===== src/hw/eba_pkg.sv =====
// package: constants and carrier types for the external bus arbitration block
package eba_pkg;

  // ---------------------------------------------------------------
  // processor id encodings
  // ---------------------------------------------------------------
  localparam logic [1:0] ID_SINGLE = 2'h0;
  localparam logic [1:0] ID_FIRST  = 2'h1;
  localparam logic [1:0] ID_SECOND = 2'h2;

  // ---------------------------------------------------------------
  // reset values
  // ---------------------------------------------------------------
  localparam logic RST_DRIVE_MODE = 1'b0;
  localparam logic RST_LEVEL_LOW  = 1'b0;
  // registered outputs in reset: grants, wait ack, request lines and dma grants idle high
  localparam logic [15:0] RST_OUT = 16'hD035;

  // ---------------------------------------------------------------
  // dma channel numbers served by the two external pairs
  // ---------------------------------------------------------------
  localparam logic [3:0] DMA_CH_ONE = 4'h9;
  localparam logic [3:0] DMA_CH_TWO = 4'h8;

  // open-drain or driven pin: out, out enable
  typedef struct packed {
    logic o;
    logic oe;
  } eba_pin_t;

  // host side inputs, all active high; request and select after synchronisation
  typedef struct packed {
    logic host_bus_request;
    logic host_select;
    logic access_busy;
  } eba_host_t;

endpackage


===== src/hw/eba_arbiter.sv =====
// module: external bus ownership arbiter with host, multiprocessor and dma handshakes
`timescale 1ns/1ps

// Contract
// host bus request is answered with host bus grant
// grant holds while request holds; released after request drops
// only the current bus master drives the host grant pin
// host asserts active-low select to access internal memory or registers
// wait ack deasserted while a host access cannot complete yet
// wait ack open drain after reset; drive-mode bit makes it driven
// wait ack driven only while select and host request are both asserted
// dma pair one serves channel 9, pair two channel 8; grant answers request
// drive only own request line by id; monitor others to arbitrate
// id 01 selects first line, 10 second, 00 single processor
// processor id stays constant except during reset
// bus slave core needing bus asserts core priority line, preempting dma
// core priority line is an open-drain output shared by both processors
// bus master indicator high only while owning the bus
// id 00 keeps bus master indicator high continuously
// three-statable pins float on suspend input or when bus slave; sdram pins stay driven in both cases
// on host grant float bus lines, keep driving sdram control
// host request beats all multiprocessor requests
// external access under suspend stalls until suspend released
// host grant waits for an external cycle in progress to finish
module eba_arbiter (
  input  wire logic       mclk,
  input  wire logic       sys_rst,
  input  wire logic [1:0] processor_id,
  input  wire logic       host_bus_request_n,
  input  wire logic       host_select_n,
  input  wire logic       host_access_busy,
  input  wire logic       wait_ack_drive_mode,
  input  wire logic [1:0] multiproc_bus_request_n_in,
  input  wire logic       core_priority_line_n_in,
  input  wire logic       suspend_bus_input_n,
  input  wire logic       core_bus_need,
  input  wire logic       ext_cycle_active,
  input  wire logic       ext_access_req,
  input  wire logic       ext_dma_request_one_n,
  input  wire logic       ext_dma_request_two_n,
  input  wire logic       dma_ready_one,
  input  wire logic       dma_ready_two,
  output logic            host_bus_grant_n,
  output logic            host_bus_grant_oe,
  output logic            host_wait_ack,
  output logic            host_wait_ack_oe,
  output logic [1:0]      multiproc_bus_request_n_out,
  output logic [1:0]      multiproc_bus_request_oe,
  output logic            core_priority_line_n_out,
  output logic            core_priority_line_oe,
  output logic            bus_master_indicator,
  output logic            bus_pins_oe,
  output logic            sdram_pins_oe,
  output logic            ext_access_stall,
  output logic            ext_dma_grant_one_n,
  output logic            ext_dma_grant_two_n,
  output logic [3:0]      dma_grant_channel
);

  // ---------------------------------------------------------------
  // input synchronisers
  // ---------------------------------------------------------------
  localparam int NSYNC = 8;
  logic [NSYNC-1:0] async_in;
  logic [NSYNC-1:0] sync1_r;
  logic [NSYNC-1:0] sync2_r;

  assign async_in = {~host_bus_request_n, ~host_select_n, ~suspend_bus_input_n,
                     ~core_priority_line_n_in, ~multiproc_bus_request_n_in,
                     ~ext_dma_request_one_n, ~ext_dma_request_two_n};

  always_ff @(posedge mclk or posedge sys_rst) begin
    if (sys_rst) begin
      sync1_r <= '0;
      sync2_r <= '0;
    end else begin
      sync1_r <= async_in;
      sync2_r <= sync1_r;
    end
  end

  logic       hreq;
  logic       hsel;
  logic       susp;
  logic       cpa_any;
  logic [1:0] mreq;
  logic       dreq1;
  logic       dreq2;
  assign {hreq, hsel, susp, cpa_any, mreq, dreq1, dreq2} = sync2_r;

  // ---------------------------------------------------------------
  // processor id capture
  // ---------------------------------------------------------------
  logic [1:0] id_r;
  logic [1:0] id_nxt;
  logic       id_cap_r;
  logic       id_cap_nxt;

  // id caught once after reset release
  always_comb begin
    id_nxt     = id_cap_r ? id_r : processor_id;
    id_cap_nxt = 1'b1;
  end

  always_ff @(posedge mclk or posedge sys_rst) begin
    if (sys_rst) begin
      id_r     <= eba_pkg::ID_SINGLE;
      id_cap_r <= 1'b0;
    end else begin
      id_r     <= id_nxt;
      id_cap_r <= id_cap_nxt;
    end
  end

  // id decode
  logic single;
  logic own_idx;
  logic id_ok;
  assign single  = (id_r == eba_pkg::ID_SINGLE);
  assign own_idx = (id_r == eba_pkg::ID_SECOND);
  assign id_ok   = (id_r == eba_pkg::ID_FIRST) || (id_r == eba_pkg::ID_SECOND);

  // ---------------------------------------------------------------
  // ownership state machine
  // ---------------------------------------------------------------
  typedef enum logic [1:0] {ST_SLAVE, ST_MASTER, ST_HOST_WAIT, ST_HOST} eba_state_t;
  eba_state_t st_r;
  eba_state_t st_nxt;
  logic       other_req;
  logic       own_req;

  assign other_req = id_ok && mreq[~own_idx];
  assign own_req   = core_bus_need || ext_access_req;

  always_comb begin
    st_nxt = st_r;
    case (st_r)
      ST_SLAVE: begin
        // win when other line idle; id 01 wins a tie
        if (single || (own_req && !hreq && (!other_req || !own_idx)))
          st_nxt = ST_MASTER;
      end
      ST_MASTER: begin
        // host first
        if (hreq)
          st_nxt = ST_HOST_WAIT;
        else if (!single && other_req && !own_req && !ext_cycle_active)
          st_nxt = ST_SLAVE;
      end
      ST_HOST_WAIT: begin
        // finish current cycle
        if (!hreq)
          st_nxt = ST_MASTER;
        else if (!ext_cycle_active)
          st_nxt = ST_HOST;
      end
      ST_HOST: begin
        // hold until request withdrawn
        if (!hreq)
          st_nxt = ST_MASTER;
      end
      default: st_nxt = ST_SLAVE;
    endcase
  end

  // ---------------------------------------------------------------
  // output next values
  // ---------------------------------------------------------------
  logic [15:0] out_nxt;
  logic [15:0] out_r;
  logic        master_nxt;
  logic        own_bus;
  logic        wa_en;

  always_comb begin
    master_nxt = (st_nxt != ST_SLAVE);
    own_bus    = master_nxt && (st_nxt != ST_HOST);
    // only with select and host request
    wa_en      = hsel && hreq;
    out_nxt    = '0;
    // grant active low; driven only by master
    out_nxt[0] = !(st_nxt == ST_HOST);
    out_nxt[1] = master_nxt;
    // ready low while busy; open drain unless drive mode
    out_nxt[2] = !host_access_busy;
    out_nxt[3] = wa_en && (wait_ack_drive_mode || host_access_busy);
    // drive only own request line
    out_nxt[4] = !(id_ok && !own_idx && own_req);
    out_nxt[5] = !(id_ok && own_idx && own_req);
    out_nxt[6] = id_ok && !own_idx;
    out_nxt[7] = id_ok && own_idx;
    // slave core pulls priority line low only
    out_nxt[8] = 1'b0;
    out_nxt[9] = !single && !master_nxt && core_bus_need;
    // master indicator
    out_nxt[10] = single || own_bus;
    // float when suspended, slave or host owned; sdram stays
    out_nxt[11] = own_bus && !susp;
    out_nxt[12] = 1'b1;
    // stall access under suspend
    out_nxt[13] = ext_access_req && (susp || !own_bus);
    // grants answer own request; priority line preempts dma
    out_nxt[14] = !(dreq1 && dma_ready_one && !cpa_any && out_nxt[11]);
    out_nxt[15] = !(dreq2 && dma_ready_two && !cpa_any && out_nxt[11]);
  end

  logic [3:0] ch_nxt;
  logic [3:0] ch_r;
  assign ch_nxt = !out_nxt[14] ? eba_pkg::DMA_CH_ONE :
                  !out_nxt[15] ? eba_pkg::DMA_CH_TWO : 4'h0;

  always_ff @(posedge mclk or posedge sys_rst) begin
    if (sys_rst) begin
      st_r  <= ST_SLAVE;
      out_r <= eba_pkg::RST_OUT;
      ch_r  <= 4'h0;
    end else begin
      st_r  <= st_nxt;
      out_r <= out_nxt;
      ch_r  <= ch_nxt;
    end
  end

  assign host_bus_grant_n            = out_r[0];
  assign host_bus_grant_oe           = out_r[1];
  assign host_wait_ack               = out_r[2];
  assign host_wait_ack_oe            = out_r[3];
  assign multiproc_bus_request_n_out = out_r[5:4];
  assign multiproc_bus_request_oe    = out_r[7:6];
  assign core_priority_line_n_out    = out_r[8];
  assign core_priority_line_oe       = out_r[9];
  assign bus_master_indicator        = out_r[10];
  assign bus_pins_oe                 = out_r[11];
  assign sdram_pins_oe               = out_r[12];
  assign ext_access_stall            = out_r[13];
  assign ext_dma_grant_one_n         = out_r[14];
  assign ext_dma_grant_two_n         = out_r[15];
  assign dma_grant_channel           = ch_r;

endmodule


===== config.mk =====
export PLATFORM = sky130hd
export DESIGN_NAME = eba_arbiter
export DESIGN_NICKNAME = d
export VERILOG_FILES = /design/src/hw/eba_pkg.sv /design/src/hw/eba_arbiter.sv
export SDC_FILE = /design/constraint.sdc
export NUM_CORES = 1
export LEC_CHECK = 0
export BUFFER_PORTS_ARGS = -buffer_cell sky130_fd_sc_hd__buf_2
export CORE_AREA = 5 5 58 60
export DETAILED_ROUTE_END_ITERATION = 12
export DIE_AREA = 0 0 63 65
export GPL_TIMING_DRIVEN = 0
export PLACE_DENSITY = 0.74
export SLEW_MARGIN = 20
export SYNTH_ARGS = -nofsm -noshare
export SYNTH_HDL_FRONTEND = slang
export SYNTH_SLANG_ARGS = --single-unit

===== constraint.sdc =====
create_clock -name mclk -period 3 [get_ports mclk]
set_input_delay 0.6 -clock mclk [delete_from_list [all_inputs] [get_ports mclk]]
set_output_delay 0.6 -clock mclk [all_outputs]
set_load 0.01 [all_outputs]

# After elaboration in Yosys (flattened, before gate mapping)
# Cells that the tools add are included.
# op_classes
n_addsub	0
mul	0
div_mod_pow	0
order_cmp	1
n_eq_ne	7
shifts	0
muxes	11
n_bitwise	8
n_reduce_logical	49
# ops
op	count
$logic_and A1 B1 Y1	23
$logic_not A1 Y1	16
$mux W2	6
$eq A2 B2 Y1 const B	4
$mux W4	2
$pmux W2 S4	1
$logic_or A1 B1 Y1	7
$not A1 Y1	7
$eq A2 B1 Y1 const B	2
$logic_not A2 Y1	2
$lt A1 B2 Y1 const B	1
$mux W1	2
$ne A2 B2 Y1 const B	1
$not A2 Y2	1
$reduce_bool A2 Y1	1
# totals
register_bits	39
latch_bits	0
ram_bits	0
rom_bits	0
in_bits	19
out_inout_bits	20
elab_cells	83
n_memories	0

# Depth between registers and ports, before layout
# Gate-level depths: netlist of the first run.
# logic_depth
ltp_word	17
ltp_mapped	9
mapped_depth_nobuf	9

# Worst setup path before layout of the first run
# OpenSTA, ideal clock, no wires.
# synth_path
kind	register to register
from	register id_r[0]
to	register ch_r[0] (netlist: dma_grant_channel[0])
setup_ns	0.120
arrival_time_ns	2.133
required_time_ns	2.880
setup_slack_ns	0.747
path_stages_with_launch	10
path_buffers	0
period_less_slack_ns	2.253
path_cell_list	dfrtp_1 inv_1 ha_1 or4b_4 nor4b_4 a221o_1 ha_1 nand2b_1 nor2_1 and3_1
# synth_between
elab_chain_cells	15
elab_cells_between_ends	26
classes_between	eq/ne (3); mux (7); reduce/logical (16)
# synth_lines
element	line_no	rtl
from (decl)	eba_arbiter.sv:94	logic [1:0] id_r;
from (signal assigned)	eba_arbiter.sv:107	id_r <= eba_pkg::ID_SINGLE;
from (signal assigned)	eba_arbiter.sv:110	id_r <= id_nxt;
$eq A2 B2 Y1	eba_arbiter.sv:120, eba_arbiter.sv:121	
$mux W1 (implied by the code) (2 in series)	eba_arbiter.sv:132	assign other_req = id_ok && mreq[~own_idx];
$logic_and A1 B1 Y1	eba_arbiter.sv:132	
$logic_and A1 B1 Y1 / $logic_not A1 Y1 (equally long branches)	eba_arbiter.sv:147, eba_arbiter.sv:140	
$logic_and A1 B1 Y1 / $logic_or A1 B1 Y1 (equally long branches)	eba_arbiter.sv:147, eba_arbiter.sv:140	
$logic_and A1 B1 Y1 (on tied branches)	eba_arbiter.sv:147, eba_arbiter.sv:140	
$mux W2 / $logic_or A1 B1 Y1 (equally long branches)	eba_arbiter.sv:147, eba_arbiter.sv:140	
$mux W2 (on tied branches)	eba_arbiter.sv:145, eba_arbiter.sv:140	
$pmux W2 S4 (*)	eba_arbiter.sv:137	case (st_r)
$ne A2 B2 Y1 / $reduce_bool A2 Y1 (equally long branches)	eba_arbiter.sv:177, eba_arbiter.sv:176	
$logic_and A1 B1 Y1 (*)	eba_arbiter.sv:177	own_bus = master_nxt && (st_nxt != ST_HOST);
$logic_and A1 B1 Y1 (*)	eba_arbiter.sv:198	out_nxt[11] = own_bus && !susp;
$logic_and A1 B1 Y1 (*)	eba_arbiter.sv:203	out_nxt[14] = !(dreq1 && dma_ready_one && !cpa_any && out_nxt[11]);
$mux W4 (*)	eba_arbiter.sv:209	assign ch_nxt = !out_nxt[14] ? eba_pkg::DMA_CH_ONE :
via ch_nxt[0]	eba_arbiter.sv:207	logic [3:0] ch_nxt;
to (signal assigned)	eba_arbiter.sv:220	ch_r <= ch_nxt;
to (decl)	eba_arbiter.sv:208	logic [3:0] ch_r;
# Mark *: on every way through the listed nets, which the timed path passes. The rest lies on a longest branch. The select of a mux whose other input is x is not followed.
# A chain may end at the register's enable or synchronous reset.

# Final worst setup path of the first run
# Same ends and word-level chain as after synthesis.

==> results by group, run 1 <==
Setup path
  – Critical path type: reg -> reg
  – Worst Path Arrival: 2.66 ns
  – CP max FO: 4
  – Critical path capture point type: flop
  – CP Launch Type: flop
  – Worst Path Required: 3.22 ns

Global route
  – Largest net degree at the start of global routing: 38
  – Initial antenna violation count: 0
  – GRT Overall Usage: 11.2%
  – Congestion Overflow GR: 0
  – Vias in the first global route: 852
  – Global-route wire length before repair: 3.44 mm

Timing
  – Slew Limit Fails: 0
  – Endpoints failing setup: 0
  – Setup TNS: 0 ns
  – RSZ-0062 raised after global routing: no
  – Relative slew slack: 52.8%
  – Actual slew at the worst max-slew pin: 0.707 ns
  – Clock skew: 0.00350 ns
  – Worst Setup Slack, final: 0.565 ns
  – Tcrit/Tclk final: 81.2%
  – Fmax: 0.411 GHz
  – Final min period: 2.43 ns
  – Final Hold Viols: 0

Detailed routing
  – Final antenna-violating net count: 0
  – Vias post-DR: 779
  – Wire length per cell: 11.5 µm
  – Initial DRC Count: 14
  – Routed WL: 1.95 mm
  – DR pass1 iterations: 2
  – Vias per cell: 4.61
  – Post-route DRC: 0

Clocking
  – Hold_buf cts: 0
  – Post-CTS setup repair buffer count: 0
  – Clock-pin transition on the worst setup and hold timing paths: 0.10 ns
  – CTS Sinks: 37
  – Clock buffer depth: 2
  – Clock latency on the worst-skew pair: 0.32 ns
  – Clock tree from TritonCTS: done
  – Root Buffer Master: clkbuf_4
  – H-tree levels: 2
  – CTS Buf Count: 5
  – Post_cts resized: 0

Layout
  – Share of layout cells above drive strength 1: 41.9%
  – Nets@finish: 159
  – ANT cells: 0
  – Layout area overhead: 23.6%

Floorplanning
  – Cell Rows: 20
  – Die X: 63 µm
  – Die Area: 0.00410 mm²
  – Chip height: 65 µm
  – I/O Pins: 39
  – Core Area: 0.00288 mm²
  – Initial Utilization: 45.4%

Synth
  – Avg Inst Size Synth: 14.4 µm²
  – EDFF count, synth: 0
  – Synth cell count leaders: dfrtp_1 (31), inv_1 (16), dfstp_2 (6)
  – FF+latch count, synth: 37
  – Synth area leader: dfrtp_1
  – Synth Cell Area: 0.00131 mm²
  – Synth Warn #: 0
  – Async SR Flop Fraction: 100%
  – Seq/Total Area, Yosys: 71.5%
  – Synth area leaders: dfrtp_1 (59%), dfstp_2 (12%), ha_1 (4.8%)
  – Synth Flop Type: dfrtp_1
  – Synth top area share: 59.4%
  – Top-count cell post-synth: dfrtp_1
  – Post-Syn Instances: 91
  – Distinct cells, synth: 27

Pwr
  – Power per cell area: 639 mW/mm²
  – Leak: 0.846 nW
  – Worst IR Drop VDD: 0.375 mV

Placed design
  – Gpl congestion: 0.683
  – DP HPWL: 1.49 mm
  – DP Worst Slack: 0.533 ns
  – IO buf count: 34

Run status
  – Outcome: complete, no violations

Run
  – Max-cap violation count: 0

Hold path
  – Worst hold path class: reg -> reg
[worst max-delay path, stage by stage (launching register included)]
cell,delay [ns]
dfrtp_1,0.38
inv_1,0.07
ha_1,0.24
or4b_4,0.55
nor4b_4,0.29
a221o_1,0.17
ha_1,0.24
nand2b_1,0.14
nor2_1,0.09
and3_1,0.18
[metal layers]
layer	track usage [%]	vias to the layer above	wire length, µm
met5	0	-	0
met4	7.96	0	47
met3	5.03	4	177
met2	18.3	32	994
met1	11.3	374	729
li1	-	369	-
[path summary, 6_finish.rpt]
kind                                  from                   end  slack, ns  cells past startpoint
worst max-delay path               id_r[0]  dma_grant_channel[0]       0.57                      9
worst min-delay path            sync1_r[5]            sync2_r[5]       0.36                      0
worst max register to register     id_r[0]  dma_grant_channel[0]       0.57                      9
max in group asynchronous          sys_rst               id_r[0]       2.17                      2
min in group asynchronous          sys_rst            sync2_r[1]       0.38                      2
worst min register to register  sync1_r[5]            sync2_r[5]       0.36                      0
[layout by cell type, fill, tap and decap left out]
cell	n
ha_1	5
and2_1	1
a22oi_1	1
bufinv_16	1
nor4b_4	1
clkbuf_4	5
nand2_1	1
nand3_1	2
inv_1	15
o211a_1	1
nor2_1	2
or2_2	1
a221oi_1	1
a21oi_1	1
a221o_1	1
mux2_2	2
and3_1	1
o21ai_0	2
conb_1	5
buf_2	34
a311o_1	1
dfrtp_1	31
mux2i_1	2
dfstp_2	6
inv_2	1
clkbuf_1	1
buf_4	4
nor3_1	2
nor3b_1	1
nand2b_1	1
or4b_4	1
o21a_1	1
clkbuf_8	1
[sequential cells by signal (all words and copies together), names as in the netlist]
signal / cells
id_r: 2
dma_grant_channel: 2
sync1_r: 8
id_cap_r: 1
sync2_r: 8
st_r: 2
out_r: 14
[layout make-up]
cell class	count	area [µm²]
fillers	247	1260
well taps	33	41.3
inverters	16	60.1
multi-input cells	37	294
clock inverters	1	30.0
clock buffers	7	55.1
plain buffers	4	30.0
repair buffers	34	170
flip-flops and latches	37	933
[cells by family (layout without fill, tap and decap cells)]
family,Yosys count,in the layout,share of synthesized area [%]
mux,4,4,3.26
flops,37,37,71.5
buf+inv,20,62,6.90
fa+ha+maj,5,5,4.79
simple gates,14,14,7.76
compound gates,9,9,5.27
other cells,2,5,0.575
[per-stage QoR]
stage	hold WS (ns)	instance area, µm²	total power [mW]	instances	util, %
6_report	0.358	1610	1.03	169	56.1
5_1_grt	0.368	1610	1.09	169	56.1
4_1_cts	0.361	1610	1.05	169	56.1
3_5_place_dp	0.336	1530	0.702	161	53.1
3_3_place_gp	0.332	1530	0.694	161	53.1
2_1_floorplan	0.331	1320	0.650	94	-
[power breakdown]
part           leakage, nW  switching (mW)  internal [mW]
registers            0.433          0.0173          0.543
clock network       0.0455           0.144          0.199
logic                0.367          0.0698         0.0582
No activity file was read; power rests on OpenSTA's default activity.
==> inputs of run 2 (changes only) <==
ABC_AREA = 1   (was default)
CORE_AREA = 5 5 59 61   (was 5 5 58 60)
DIE_AREA = 0 0 64 66   (was 0 0 63 65)
PLACE_DENSITY = 0.73   (was 0.74)
clock period = 2.5 ns   (was 3 ns; I/O delays follow)
==> run 2 against run 1 <==
Compared with the run above:
- total power is 32% higher
- synthesized cell count up 25%
- die area grew 3.2%
- final area rose by 1.2%
- sequential share of layout area is 0.71 points lower
- critical endpoint is now dma_grant_channel[3]
- combinational power increased by 96%
- first-iteration DRC count rose by 93%
- via count rose by 5.4%
- worst setup slack better by 0.028 ns
- core utilization fell by 0.28 points
==> results by group, run 2 <==
Timing
  – Slew Limit Fails: 0 (unchanged)
  – Final min period: 1.91 ns (-0.528 ns)
  – Final Hold Viols: 0 (unchanged)
  – RSZ-0062 raised after global routing: no
  – Setup TNS: 0 ns (unchanged)
  – Relative slew slack: 52.7% (about the same)
  – Clock skew: 0.00303 ns (-0.000470 ns)
  – Fmax: 0.524 GHz (+28%)
  – Tcrit/Tclk final: 76.3% (-4.9 points)
  – Actual slew at the worst max-slew pin: 0.708 ns (+0.000598 ns)
  – Endpoints failing setup: 0 (unchanged)

Synth
  – Synth top area share: 58.5% (-0.90 points)
  – Post-Syn Instances: 114 (+25%)
  – Synth Cell Area: 0.00133 mm² (+1.5%)
  – Seq/Total Area, Yosys: 70.4% (-1.1 points)
  – Distinct cells, synth: 19 (-30%)
  – Synth Flop Type: dfrtp_1
  – Synth area leaders: dfrtp_1 (58%), dfstp_2 (12%), inv_1 (7.4%)
  – Synth Warn #: 0 (unchanged)
  – Avg Inst Size Synth: 11.6 µm² (-19%)
  – FF+latch count, synth: 37 (unchanged)
  – EDFF count, synth: 0 (unchanged)
  – Synth area leader: dfrtp_1
  – Async SR Flop Fraction: 100% (unchanged)
  – Synth cell count leaders: dfrtp_1 (31), inv_1 (26), nand2_1 (15)
  – Top-count cell post-synth: dfrtp_1

Setup path
  – Reg2reg setup slack: 0.59 ns (+0.03 ns)
  – Critical path type: reg -> reg
  – Worst Path Arrival: 2.18 ns (-0.48 ns)
  – Reg2Reg Depth: 13 (+4)
  – Worst Path Required: 2.78 ns (-0.44 ns)
  – CP max FO: 4 (unchanged)
  – CP Launch Type: flop
  – Critical path capture point type: flop

Clocking
  – Clock latency on the worst-skew pair: 0.33 ns (about the same)
  – Clock-pin transition on the worst setup and hold timing paths: 0.10 ns (about the same)
  – Clock tree from TritonCTS: done
  – Hold_buf cts: 0 (unchanged)
  – Root Buffer Master: clkbuf_4
  – CTS Buf Count: 5 (unchanged)
  – H-tree levels: 2 (unchanged)
  – CTS Sinks: 37 (unchanged)
  – Post-CTS setup repair buffer count: 0 (unchanged)
  – Post_cts resized: 0 (unchanged)
  – Clock buffer depth: 2 (unchanged)

Layout
  – Largest Register: out_r
  – Most frequent cells in the layout: buf_2 (34), dfrtp_1 (31), inv_1 (25)
  – ANT cells: 0 (unchanged)
  – Nets@finish: 182 (+14%)
  – Max reg flops: 14 (unchanged)
  – Most common cell after layout, fill and taps aside: buf_2
  – Top Registers: out_r: 14 flops, sync1_r: 8 flops, sync2_r: 8 flops
  – Share of layout cells above drive strength 1: 37.1% (-4.8 points)
  – Layout area overhead: 23.2%

Placed design
  – Gpl congestion: 0.678 (-0.67%)
  – DP HPWL: 1.57 mm (+5.3%)
  – IO buf count: 34 (unchanged)

Detailed routing
  – Routed WL: 2.01 mm (+3.3%)
  – Initial DRC Count: 27 (+13)
  – Wire length per cell: 10.5 µm (-9.1%)
  – Post-route DRC: 0 (unchanged)
  – Vias per cell: 4.28 (-7.2%)
  – Vias post-DR: 821 (+5.4%)
  – DR pass1 iterations: 5 (+3)
  – Final antenna-violating net count: 0 (unchanged)

Pwr
  – Worst IR Drop VDD: 0.525 mV (+40%)
  – Power per cell area: 834 mW/mm² (+30%)
  – Leak: 0.913 nW (+8.0%)
  – Total chip power: 1.36 mW (+32%)

Run status
  – Outcome: complete, no violations

Global route
  – Congestion Overflow GR: 0 (unchanged)
  – Global-route wire length before repair: 3.34 mm (-3.0%)
  – Largest net degree at the start of global routing: 38 (unchanged)
  – GRT Overall Usage: 10.7% (-0.49 points)
  – Initial antenna violation count: 0 (unchanged)
  – Vias in the first global route: 850 (-0.23%)

Floorplanning
  – I/O Pins: 39 (unchanged)
  – Chip height: 66 µm (+1.5%)
  – Cell Rows: 20 (unchanged)
  – Initial Utilization: 45.3% (-0.092 points)
  – Die X: 64 µm (+1.6%)
  – Core Area: 0.00293 mm² (+1.7%)
  – Die Area: 0.00422 mm² (+3.2%)

Hold path
  – Worst hold path class: in -> async

Run
  – Max-cap violation count: 0 (unchanged)
[run 2: changes by cell type after synthesis, sizes merged, moves of 2 or more]
cell and change:
a21oi +2, nor2 +9, inv +12, nand3 +2
nand2 +15, mux2 -2, mux2i -2
[run 2: cell type report]
| cell class | instances | area, µm² |
|---|---|---|
| buffer | 4 | 30.0 |
| clock buffer | 7 | 55.1 |
| clock inverter | 1 | 30.0 |
| fill | 239 | 1290 |
| inverter | 28 | 105 |
| multi-input combinational | 48 | 269 |
| sequential | 37 | 933 |
| tap | 33 | 41.3 |
| timing repair buffer | 34 | 170 |
[run 2: cells by family after synthesis]
| kind of cell | count (synthesis) | synth area share [%] |
|---|---|---|
| AND/OR/NAND/NOR | 33 | 11.9 |
| other | 2 | 0.566 |
| flip-flops | 37 | 70.4 |
| AO/OA/AOI/OAI | 5 | 2.26 |
| adder cells (fa/ha/maj) | 5 | 4.72 |
| buffers and inverters | 32 | 10.2 |
[run 2: critical path, stage by stage (launching register included)]
cell and delay [ns]:
dfrtp_1 0.37, inv_1 0.08, ha_1 0.33, nand3_1 0.09, nand3_1 0.10, a21oi_1 0.14
nor2_1 0.06, ha_1 0.28, inv_2 0.05, nor2_4 0.11, nand2_2 0.07, nor2_4 0.09
inv_2 0.04, nand2_1 0.04
[run 2: per-layer routing]
layer / part of all wire [%] / up-vias / global-route usage (%)
li1: - / 409 / -
met4: 1.8 / 0 / 4.68
met1: 35 / 384 / 9.62
met2: 55 / 23 / 19.0
met5: 0 / - / 0
met3: 7.7 / 5 / 6.46
[run 2: where the power goes]
group	internal [mW]	leakage [nW]	switching, mW
sequential	0.677	0.435	0.0195
combinational	0.0939	0.433	0.157
clock	0.239	0.0455	0.176
[run 2: path summary, 6_finish.rpt]
check | from | endpoint
worst max-delay path | id_r[0] | dma_grant_channel[3]
worst min-delay path | sys_rst | sync2_r[4]
worst max register to register | id_r[0] | dma_grant_channel[3]
worst min register to register | sync1_r[0] | sync2_r[0]
max in group asynchronous | sys_rst | st_r[1]
min in group mclk | host_access_busy | out_r[2]
[run 2: stage by stage]
| step | cells | setup WS, ns | cell area (µm²) | utilization [%] | hold WS (ns) |
|---|---|---|---|---|---|
| after CTS | 192 | 0.582 | 1630 | 55.8 | 0.275 |
| after global routing | 192 | 0.424 | 1630 | 55.8 | 0.270 |
| after floorplan | 117 | 0.761 | 1340 | - | 0.331 |
| after detailed placement | 184 | 0.611 | 1550 | 52.9 | 0.335 |
| after global placement | 184 | 0.665 | 1550 | 52.9 | 0.331 |
| final | 192 | 0.593 | 1630 | 55.8 | 0.268 |
